$ cat src/hw/pll_clock_control_pkg.sv
package pll_clock_control_pkg;

    // ****************************************
    // Register map
    // ****************************************
    localparam logic [7:0] ADDR_CLOCK_CONTROL_ZERO = 8'h00;
    localparam logic [7:0] ADDR_CLOCK_CONTROL_ONE = 8'h01;
    localparam logic [7:0] RESET_CLOCK_CONTROL_ZERO = 8'h00;
    localparam logic [7:0] RESET_CLOCK_CONTROL_ONE = 8'h2a;

    // ****************************************
    // Field positions in registers zero and one
    // ****************************************
    localparam int POS_PLL_REFERENCE_SELECT = 6;
    localparam int POS_CRYSTAL_OSC_SETTING = 4;
    localparam int POS_SOFT_RESET = 3;
    localparam int POS_MASTER_CLOCK_RATIO = 1;
    localparam int POS_MASTER_POWER_UP = 0;
    localparam int POS_CONVERTER_CLOCK_SOURCE = 0;
    localparam int POS_PLL_LOCK_INDICATOR = 2;

    // ****************************************
    // Field encodings
    // ****************************************
    typedef enum logic [1:0]
    {
        PLL_REF_MASTER_OR_CRYSTAL = 2'h0,
        PLL_REF_FRAME_CLOCK = 2'h1,
        PLL_REF_RESERVED_2 = 2'h2,
        PLL_REF_RESERVED_3 = 2'h3
    } pll_reference_t;

    localparam logic [1:0] CRYSTAL_RUNNING = 2'h0;
    localparam logic [1:0] CRYSTAL_OUTPUT_OFF = 2'h3;

    // Ratio multipliers for 32 to 48 kHz sample rates
    localparam logic [9:0] RATIO_CODE_0 = 10'h100;
    localparam logic [9:0] RATIO_CODE_1 = 10'h180;
    localparam logic [9:0] RATIO_CODE_2 = 10'h200;
    localparam logic [9:0] RATIO_CODE_3 = 10'h300;

endpackage

$ cat src/hw/clock_field_decoder.sv
`timescale 1ns/1ps
`default_nettype none

module clock_field_decoder
(
    input wire logic [7:0] control_zero_in,
    input wire logic converter_clock_source_in,
    output logic pll_from_frame_clock_out,
    output logic pll_reference_valid_out,
    output logic crystal_output_enable_out,
    output logic crystal_setting_valid_out,
    output logic [9:0] master_clock_multiple_out,
    output logic master_clock_direct_out
);

    logic [1:0] reference;
    logic [1:0] crystal;
    logic [1:0] ratio;

    assign reference = control_zero_in[pll_clock_control_pkg::POS_PLL_REFERENCE_SELECT +: 2];
    assign crystal = control_zero_in[pll_clock_control_pkg::POS_CRYSTAL_OSC_SETTING +: 2];
    assign ratio = control_zero_in[pll_clock_control_pkg::POS_MASTER_CLOCK_RATIO +: 2];

    always_comb
    begin
        // Reserved codes flagged invalid; PLL stays on master input
        pll_from_frame_clock_out = (reference == pll_clock_control_pkg::PLL_REF_FRAME_CLOCK);
        pll_reference_valid_out = (reference == pll_clock_control_pkg::PLL_REF_MASTER_OR_CRYSTAL)
            || (reference == pll_clock_control_pkg::PLL_REF_FRAME_CLOCK);
        // Reserved crystal codes keep oscillator running, the safer state
        crystal_output_enable_out = (crystal != pll_clock_control_pkg::CRYSTAL_OUTPUT_OFF);
        crystal_setting_valid_out = (crystal == pll_clock_control_pkg::CRYSTAL_RUNNING)
            || (crystal == pll_clock_control_pkg::CRYSTAL_OUTPUT_OFF);
        unique case (ratio)
            2'h0: master_clock_multiple_out = pll_clock_control_pkg::RATIO_CODE_0;
            2'h1: master_clock_multiple_out = pll_clock_control_pkg::RATIO_CODE_1;
            2'h2: master_clock_multiple_out = pll_clock_control_pkg::RATIO_CODE_2;
            2'h3: master_clock_multiple_out = pll_clock_control_pkg::RATIO_CODE_3;
        endcase
        master_clock_direct_out = converter_clock_source_in;
    end

endmodule // clock_field_decoder

`default_nettype wire

$ cat src/hw/pll_clock_control_reg.sv
`timescale 1ns/1ps
`default_nettype none

module pll_clock_control_reg
(
    input wire logic clk_in,
    input wire logic rst_n_in,
    input wire logic write_strobe_in,
    input wire logic read_strobe_in,
    input wire logic [7:0] address_in,
    input wire logic [7:0] write_data_in,
    input wire logic pll_locked_in,
    output logic [7:0] read_data_out,
    output logic read_valid_out,
    output logic [7:0] control_zero_out,
    output logic [1:0] pll_reference_select_out,
    output logic pll_from_frame_clock_out,
    output logic [1:0] crystal_osc_setting_out,
    output logic crystal_output_enable_out,
    output logic [1:0] master_clock_ratio_out,
    output logic [9:0] master_clock_multiple_out,
    output logic master_clock_direct_out,
    output logic master_power_up_out,
    output logic core_reset_n_out,
    output logic config_undefined_out,
    output logic powered_before_config_out
);

    // ****************************************
    // Register state
    // ****************************************
    logic [7:0] control_zero;
    logic [7:0] next_control_zero;
    logic [7:0] control_one;
    logic [7:0] next_control_one;
    logic [7:0] read_data;
    logic [7:0] next_read_data;
    logic read_valid;
    logic next_read_valid;
    logic first_write_seen;
    logic next_first_write_seen;
    logic first_write_good;
    logic next_first_write_good;

    logic hit_zero;
    logic hit_one;
    logic soft_reset;
    logic frame_ref;
    logic ref_valid;
    logic xtal_en;
    logic xtal_valid;
    logic [9:0] multiple;
    logic direct;

    assign hit_zero = (address_in == pll_clock_control_pkg::ADDR_CLOCK_CONTROL_ZERO);
    assign hit_one = (address_in == pll_clock_control_pkg::ADDR_CLOCK_CONTROL_ONE);
    assign soft_reset = control_zero[pll_clock_control_pkg::POS_SOFT_RESET];

    clock_field_decoder decoder
    (
        .control_zero_in(control_zero),
        .converter_clock_source_in(control_one[pll_clock_control_pkg::POS_CONVERTER_CLOCK_SOURCE]),
        .pll_from_frame_clock_out(frame_ref),
        .pll_reference_valid_out(ref_valid),
        .crystal_output_enable_out(xtal_en),
        .crystal_setting_valid_out(xtal_valid),
        .master_clock_multiple_out(multiple),
        .master_clock_direct_out(direct)
    );

    // ****************************************
    // Register writes and reads
    // ****************************************
    always_comb
    begin
        next_control_zero = control_zero;
        next_control_one = control_one;
        next_read_data = read_data;
        next_read_valid = 1'b0;
        next_first_write_seen = first_write_seen;
        next_first_write_good = first_write_good;
        // Soft reset never touches these two; the control port stays alive
        if (write_strobe_in && hit_zero)
        begin
            next_control_zero = write_data_in;
        end
        if (write_strobe_in && hit_one)
        begin
            // Lock indicator is read only and never stored
            next_control_one = write_data_in;
            next_control_one[pll_clock_control_pkg::POS_PLL_LOCK_INDICATOR] = 1'b0;
        end
        if (write_strobe_in && !first_write_seen)
        begin
            next_first_write_seen = 1'b1;
            next_first_write_good = hit_zero && write_data_in[pll_clock_control_pkg::POS_MASTER_POWER_UP];
        end
        if (read_strobe_in)
        begin
            next_read_valid = 1'b1;
            if (hit_zero)
            begin
                next_read_data = control_zero;
            end
            else if (hit_one)
            begin
                next_read_data = control_one;
                next_read_data[pll_clock_control_pkg::POS_PLL_LOCK_INDICATOR] = pll_locked_in;
            end
            else
            begin
                // Unmapped here; other registers belong to other blocks
                next_read_data = 8'h00;
            end
        end
    end

    always_ff @(posedge clk_in)
    begin
        if (!rst_n_in)
        begin
            control_zero <= pll_clock_control_pkg::RESET_CLOCK_CONTROL_ZERO;
            control_one <= pll_clock_control_pkg::RESET_CLOCK_CONTROL_ONE;
            read_data <= 8'h00;
            read_valid <= 1'b0;
            first_write_seen <= 1'b0;
            first_write_good <= 1'b0;
        end
        else
        begin
            control_zero <= next_control_zero;
            control_one <= next_control_one;
            read_data <= next_read_data;
            read_valid <= next_read_valid;
            first_write_seen <= next_first_write_seen;
            first_write_good <= next_first_write_good;
        end
    end

    // ****************************************
    // Registered control outputs
    // ****************************************
    logic [7:0] next_zero_out;
    logic [1:0] next_ref_out;
    logic next_frame_out;
    logic [1:0] next_xtal_out;
    logic next_xtal_en_out;
    logic [1:0] next_ratio_out;
    logic [9:0] next_multiple_out;
    logic next_direct_out;
    logic next_power_out;
    logic next_core_reset_n;
    logic next_undefined;

    always_comb
    begin
        next_zero_out = control_zero;
        next_ref_out = control_zero[pll_clock_control_pkg::POS_PLL_REFERENCE_SELECT +: 2];
        next_frame_out = frame_ref;
        next_xtal_out = control_zero[pll_clock_control_pkg::POS_CRYSTAL_OSC_SETTING +: 2];
        next_xtal_en_out = xtal_en;
        next_ratio_out = control_zero[pll_clock_control_pkg::POS_MASTER_CLOCK_RATIO +: 2];
        next_multiple_out = multiple;
        next_direct_out = direct;
        next_power_out = control_zero[pll_clock_control_pkg::POS_MASTER_POWER_UP];
        next_core_reset_n = !soft_reset;
        next_undefined = !ref_valid || !xtal_valid;
    end

    always_ff @(posedge clk_in)
    begin
        if (!rst_n_in)
        begin
            control_zero_out <= 8'h00;
            pll_reference_select_out <= 2'h0;
            pll_from_frame_clock_out <= 1'b0;
            crystal_osc_setting_out <= 2'h0;
            crystal_output_enable_out <= 1'b1;
            master_clock_ratio_out <= 2'h0;
            master_clock_multiple_out <= pll_clock_control_pkg::RATIO_CODE_0;
            master_clock_direct_out <= 1'b0;
            master_power_up_out <= 1'b0;
            core_reset_n_out <= 1'b0;
            config_undefined_out <= 1'b0;
        end
        else
        begin
            control_zero_out <= next_zero_out;
            pll_reference_select_out <= next_ref_out;
            pll_from_frame_clock_out <= next_frame_out;
            crystal_osc_setting_out <= next_xtal_out;
            crystal_output_enable_out <= next_xtal_en_out;
            master_clock_ratio_out <= next_ratio_out;
            master_clock_multiple_out <= next_multiple_out;
            master_clock_direct_out <= next_direct_out;
            master_power_up_out <= next_power_out;
            core_reset_n_out <= next_core_reset_n;
            config_undefined_out <= next_undefined;
        end
    end

    assign read_data_out = read_data;
    assign read_valid_out = read_valid;
    assign powered_before_config_out = first_write_good;

endmodule // pll_clock_control_reg

`default_nettype wire

$ cat config.mk
export PLATFORM = sky130hd
export DESIGN_NAME = pll_clock_control_reg
export DESIGN_NICKNAME = d
export VERILOG_FILES = /design/src/hw/pll_clock_control_pkg.sv /design/src/hw/clock_field_decoder.sv /design/src/hw/pll_clock_control_reg.sv
export SDC_FILE = /design/constraint.sdc
export NUM_CORES = 1
export LEC_CHECK = 0
export BUFFER_PORTS_ARGS = -buffer_cell sky130_fd_sc_hd__buf_2
export CAP_MARGIN = 20
export CORE_MARGIN = 5
export CORE_UTILIZATION = 30
export CTS_BUF_LIST = sky130_fd_sc_hd__clkbuf_4
export DETAILED_ROUTE_END_ITERATION = 10
export HOLD_SLACK_MARGIN = 0.03
export SLEW_MARGIN = 0
export SYNTH_ARGS = -nofsm -noshare
export SYNTH_HDL_FRONTEND = slang
export SYNTH_HIERARCHICAL = 1
export SYNTH_SLANG_ARGS = --single-unit
$ cat constraint.sdc
create_clock -name clk_in -period 3.14 [get_ports clk_in]
set_clock_uncertainty 0.1 [all_clocks]
set_input_delay 0.942 -clock clk_in [delete_from_list [all_inputs] [get_ports clk_in]]
set_output_delay 0.942 -clock clk_in [all_outputs]
set_load 0.02 [all_outputs]
==> metrics.md, run 1 <==
| Metric | Value |
|---|---|
| Initial Util | `0.3038` |
| Crit Path Class | `in -> reg` |
| Mapped Cells | `186` |
| Vias/cell | `4.165` |
| Cells resized by post-CTS repair | `0` |
| Area delta synth->final | `18.18%` |
| Crit end category | `flop` |
| Leak | `1.181 nW` |
| CP startpoint kind | `input port` |
| First-pass DRT Iterations | `4` |
| FF+latch area | `980.9 um2` |
| Avg Cell Area, Syn | `10.25 um2` |
| DR WL/cell | `12.47 um` |
| Met3 WL post-DR | `277 um` |
| Final cycle utilization of the critical path | `0.6575` |
| CTS clk-pin slew, worst paths | `0.12 ns` |
| DRC errors left | `0` |
| Iteration-0 DRC count of the detailed router | `68` |
| Grt ovf | `0` |
| Die W | `89.73 um` |
| Antenna diodes | `0` |
| Overall power | `973.3 uW` |
| CP Data Arrival Time | `2.22 ns` |
| Layout cells sized above 1 | `0.3431` |
| Chip height | `89.73 um` |
| Largest net degree at the start of global routing | `47` |
| Post-route ant nets | `0` |
| # rows | `29` |
| Final min period | `2.065 ns` |
| First-pass GRT wire length | `6389 um` |
| Power Density | `431.9 mW/mm2` |
| Dpl hpwl | `2893 um` |
| Hold buffer count at cts | `0` |
| RSZ-0062 raised after global routing | `no` |
| Status | `finished clean` |
| Slew headroom | `0.5408` |
| Clock buffer depth | `2` |
| Initial antenna violation count | `0` |
| Die ar. | `0.008051 mm2` |
| Final hold vios | `0` |
| Hold/Removal Path Class | `reg -> reg` |
| Drt total wl | `3940 um` |
| Syn. warnings | `6` |
| Multi-input logic area | `752.0 um2` |
| CP Max Fanout | `10` |
| Final-report setup violation count | `0` |
| Max Cap Viol | `0` |
| Vias in the first global route | `1298` |
| Worst slew pin tran | `0.6888 ns` |
| Peak supply drop | `0.0001591 V` |
| Commonest non-fill, non-tap cell in the layout | `buf_2` |
| Most frequent cells in the layout | `buf_2 (60), dfxtp_1 (49), nand2_1 (20), mux2i_1 (15)` |
| Worst-skew pair later-pin latency | `0.35 ns` |
| Core area | `0.006277 mm2` |
| Met1 WL | `1802 um` |
| Postcts setup bufs | `0` |
| Total Routing Usage GR | `0.09769` |
| TritonCTS clock tree | `yes` |
| Top routing layer used | `met4` |
| # fillers | `666` |
| CTS Buf Count | `5` |
| Slew Limit Fails | `0` |
| Synth Register Bits | `49` |
| H-tree lvl count | `2` |
| Clk sinks | `49` |
| Final Wtd Congestion | `0.7212` |
| Setup TNS Final | `0 ns` |
| Mapped cell area | `0.001907 mm2` |
| Root buf cell | `clkbuf_4` |
| # IOs | `61` |
| Vias | `1316` |
| PortBufs | `60` |
| Nets | `261` |
| Worst endpoint required time | `3.30 ns` |
| FMAX | `484.3 MHz` |
| Met2 wire len | `1802 um` |
| Seq/Total Area, Yosys | `0.5144` |
| Synth cell types | `22` |
[sequential cells by signal, summed over array words and instances, names as in the netlist]
signal,count
config_undefined_out,1
control_one,7
control_zero,8
control_zero_out,8
core_reset_n_out,1
crystal_output_enable_out,1
first_write_seen,1
master_clock_direct_out,1
master_clock_multiple_out,10
pll_from_frame_clock_out,1
powered_before_config_out,1
read_data_out,8
read_valid_out,1
[logic make-up (layout without fill, tap and decap cells)]
| logic type | after synthesis | in the layout | share of synthesized area |
|---|---|---|---|
| AOI/OAI and AO/OA | 12 | 12 | 0.04987 |
| muxes | 23 | 23 | 0.1260 |
| other | 1 | 7 | 0.001967 |
| DFF | 49 | 49 | 0.5144 |
| buffers and inverters | 36 | 83 | 0.1030 |
| and+or+nand+nor | 64 | 64 | 0.1982 |
| adders and majority gates | 1 | 1 | 0.006561 |
[layout make-up]
class / count / share of cell area
clock buffer: 6 / 0.01999
clock inverter: 1 / 0.001666
inverter: 12 / 0.01999
multi-input combinational: 107 / 0.3337
sequential: 49 / 0.4353
tap: 77 / 0.04275
timing repair buffer: 64 / 0.1466
[routing by layer]
metal,vias to the layer above,GRT usage
met5,-,0
met4,0,0.03401
met3,5,0.04174
met2,38,0.1543
met1,587,0.1184
li1,686,-
[metrics by stage]
stage | setup slack [ns] | hold WS [ns] | area (um2) | utilization | cells
6_report | 1.075 | 0.3662 | 2253 | 0.3590 | 316
5_1_grt | 0.9834 | 0.3846 | 2253 | 0.3590 | 316
4_1_cts | 1.083 | 0.3650 | 2253 | 0.3590 | 316
3_5_place_dp | 0.6937 | 0.3478 | 2205 | 0.3512 | 309
3_3_place_gp | 0.7195 | 0.3457 | 2205 | 0.3512 | 309
2_1_floorplan | 1.025 | 0.3099 | 1929 | - | 192
[synthesized netlist by cell type]
cell type | number | area [um2]
a21boi_0 | 9 | 67.56
and2_1 | 12 | 75.07
buf_2 | 1 | 5.000
buf_4 | 16 | 120.1
clkbuf_1 | 7 | 26.28
conb_1 | 1 | 3.750
dfxtp_1 | 49 | 980.9
ha_1 | 1 | 12.51
inv_1 | 12 | 45.04
mux2_2 | 8 | 90.09
mux2i_1 | 15 | 150.1
nand2_1 | 20 | 75.07
nand2b_1 | 11 | 68.82
nand4_1 | 8 | 50.05
nand4_2 | 1 | 12.51
nand4b_1 | 1 | 8.760
nor2b_1 | 9 | 56.30
nor3_2 | 1 | 10.01
nor4_4 | 1 | 21.27
o211ai_1 | 1 | 7.510
o21a_1 | 1 | 7.510
o31ai_2 | 1 | 12.51
[path summary, 6_finish.rpt]
path	start	to	slack (ns)	cells past startpoint
max reg2reg	control_zero[1]$_SDFFE_PN0P_	read_data_out[1]$_SDFFE_PN0P_	2.11	3
min	control_zero[0]$_SDFFE_PN0P_	control_zero_out[0]$_SDFF_PN0_	0.37	2
max	address_in[2]	control_zero[1]$_SDFFE_PN0P_	1.08	6
min reg2reg	control_zero[0]$_SDFFE_PN0P_	control_zero_out[0]$_SDFF_PN0_	0.37	2
[where the power goes]
part	internal [mW]	switching (mW)	leakage (nW)
registers	0.629	0.00203	0.398
clock network	0.0903	0.183	0.0292
logic	0.0294	0.0398	0.754
total	0.749	0.225	1.18
[worst max-delay path, cell delays in order]
cell	delay, ns
buf_2	0.11
nor4_4	0.24
buf_4	0.21
nand4b_1	0.30
buf_4	0.29
mux2i_1	0.12
(Power assumes the default switching activity.)
==> inputs of run 2 (changes only) <==
clock period = 1.66 ns   (was 3.14 ns; I/O delays follow)
==> run 2 against run 1 <==
Hold slack got worse by 0.099 ns. Critical endpoint is now read_data_out[0]. Critical path type is now reg -> out. Setup slack got worse by 0.91 ns. Sequential cell count is the same. Final area is 3.2% higher. Largest cell class unchanged.
==> metrics.md, run 2 (same netlist as run 1, synthesis figures left out) <==
| Metric | Value |
|---|---|
| Setup WS post-layout | `0.1684 ns` |
| Worst path buffer plus inverter count | `1` |
| Clk sinks | `49` |
| Final min period | `1.492 ns` |
| Iteration-0 DRC count of the detailed router | `60` |
| Family with the most delay on the worst path | `flip-flops` |
| Final hold vios | `0` |
| Largest net degree at the start of global routing | `30` |
| PortBufs | `60` |
| Hold/Removal Path Class | `in -> reg` |
| Reg2Reg Depth | `3` |
| CTS Buf Count | `5` |
| Layout cells sized above 1 | `0.3684` |
| Final cycle utilization of the critical path | `0.8985` |
| # rows | `29` |
| Hold buffer count at cts | `0` |
| Final-report setup violation count | `0` |
| Sequential power share | `0.639` |
| Leak | `1.219 nW` |
| Postcts setup bufs | `0` |
| Logic pwr share | `0.075` |
| Setup TNS Final | `0 ns` |
| Die W | `89.73 um` |
| Psw | `455.6 uW` |
| Met2 wire len | `1775 um` |
| Cells resized by post-CTS repair | `0` |
| Critical path's slowest cell | `dfxtp_1` |
| Die ar. | `0.008051 mm2` |
| Vias | `1336` |
| Worst r2r dst | `read_data_out[7]$_SDFFE_PN0P_` |
| CP Depth | `1` |
| Met1 WL | `1858 um` |
| Vias in the first global route | `1391` |
| Post-route ant nets | `0` |
| # fillers | `630` |
| Worst endpoint required time | `1.06 ns` |
| H-tree lvl count | `2` |
| Reg2reg start | `control_zero[7]$_SDFFE_PN0P_` |
| DR WL/cell | `12.18 um` |
| CP Cell Sequence | `buf_2` |
| Crit end category | `output port` |
| # IOs | `61` |
| Worst reg2reg setup slack | `0.59 ns` |
| Met3 WL post-DR | `256 um` |
| Worst Setup SP | `read_data_out[0]$_SDFFE_PN0P_` |
| DRC errors left | `0` |
| Dpl hpwl | `3026 um` |
| Max Cap Viol | `0` |
| Grt ovf | `0` |
| Crit Path Class | `reg -> out` |
| Status | `finished clean` |
| Setup crit end | `read_data_out[0]` |
| Total Routing Usage GR | `0.1008` |
| Most frequent cells in the layout | `buf_2 (60), dfxtp_1 (49), nand2_1 (20), mux2i_1 (15)` |
| Part of the power in the clock network | `0.286` |
| CP Max Fanout | `2` |
| Drt total wl | `3946 um` |
| FMAX | `670.4 MHz` |
| CP Data Arrival Time | `0.89 ns` |
| Top routing layer used | `met4` |
| Setup slack after placement | `-0.1606 ns` |
| Power Density | `804.2 mW/mm2` |
| Chip height | `89.73 um` |
| TritonCTS clock tree | `yes` |
| Root buf cell | `clkbuf_4` |
| Pint | `1.414 mW` |
| Reg with most FFs | `master_clock_multiple_out` |
| Max reg flops | `10` |
| Core area | `0.006277 mm2` |
| Peak supply drop | `0.0003358 V` |
| RSZ-0062 raised after global routing | `no` |
| Final Wtd Congestion | `0.7143` |
| CTS clk-pin slew, worst paths | `0.15 ns` |
| Nets | `268` |
| Antenna diodes | `0` |
| Commonest non-fill, non-tap cell in the layout | `buf_2` |
| Vias/cell | `4.123` |
| Initial antenna violation count | `0` |
| First-pass DRT Iterations | `3` |
| Switching Share | `0.2437` |
| Clock buffer depth | `2` |
| Slew Limit Fails | `0` |
| CP max stage delay | `0.37 ns` |
| Worst-skew pair later-pin latency | `0.36 ns` |
| FF+latch area | `980.9 um2` |
| Initial Util | `0.3038` |
| First-pass GRT wire length | `6679 um` |
| CP startpoint kind | `flop` |
| Area delta synth->final | `21.92%` |
| Multi-input logic area | `752.0 um2` |
## run 2: area by class of cell
cell class | count | area share
Sequential cell | 49 | 0.4220
Multi-Input combinational cell | 107 | 0.3235
Timing Repair Buffer | 71 | 0.1701
Tap cell | 77 | 0.04144
Inverter | 12 | 0.01938
Clock buffer | 5 | 0.01615
Clock inverter | 3 | 0.007535
## run 2: power groups by stage
stage / logic, mW / clock network [mW] / registers [mW]
after floorplan: 0.0703 / 0 / 1.24
after global placement: 0.141 / 0 / 1.22
after detailed placement: 0.141 / 0 / 1.22
after CTS: 0.141 / 0.571 / 1.19
after global routing: 0.154 / 0.627 / 1.20
final: 0.140 / 0.536 / 1.19
## run 2: worst min-delay path by stage
stage                            startpoint                              to  cells past startpoint
2_1_floorplan  control_zero[3]$_SDFFE_PN0P_     core_reset_n_out$_SDFF_PN0_                      1
3_3_place_gp    control_one[4]$_SDFFE_PN0P_     control_one[4]$_SDFFE_PN0P_                      2
3_5_place_dp   control_zero[0]$_SDFFE_PN0P_  control_zero_out[0]$_SDFF_PN0_                      2
4_1_cts                    write_data_in[3]    control_zero[3]$_SDFFE_PN0P_                      3
5_1_grt                    write_data_in[2]    control_zero[2]$_SDFFE_PN0P_                      3
6_report                   write_data_in[2]    control_zero[2]$_SDFFE_PN0P_                      3
## run 2: metrics by stage
stage | utilization | instances | instance area (um2) | power (mW) | hold slack, ns
4_1_cts | 0.3703 | 324 | 2325 | 1.907 | 0.2453
2_1_floorplan | - | 192 | 1929 | 1.307 | 0.3099
3_5_place_dp | 0.3616 | 316 | 2270 | 1.361 | 0.3508
6_report | 0.3703 | 324 | 2325 | 1.870 | 0.2676
3_3_place_gp | 0.3616 | 316 | 2270 | 1.361 | 0.3451
5_1_grt | 0.3703 | 324 | 2325 | 1.978 | 0.2487
## run 2: tightest hold or removal path, stage by stage
cell and delay (ns):
buf_2 0.10, nand2_1 0.05, mux2i_1 0.05
## run 2: routing by layer
layer / global-route usage / vias up
li1: - / 705
met1: 0.1244 / 587
met2: 0.1591 / 38
met3: 0.03756 / 6
met4: 0.03778 / 0
met5: 0 / -
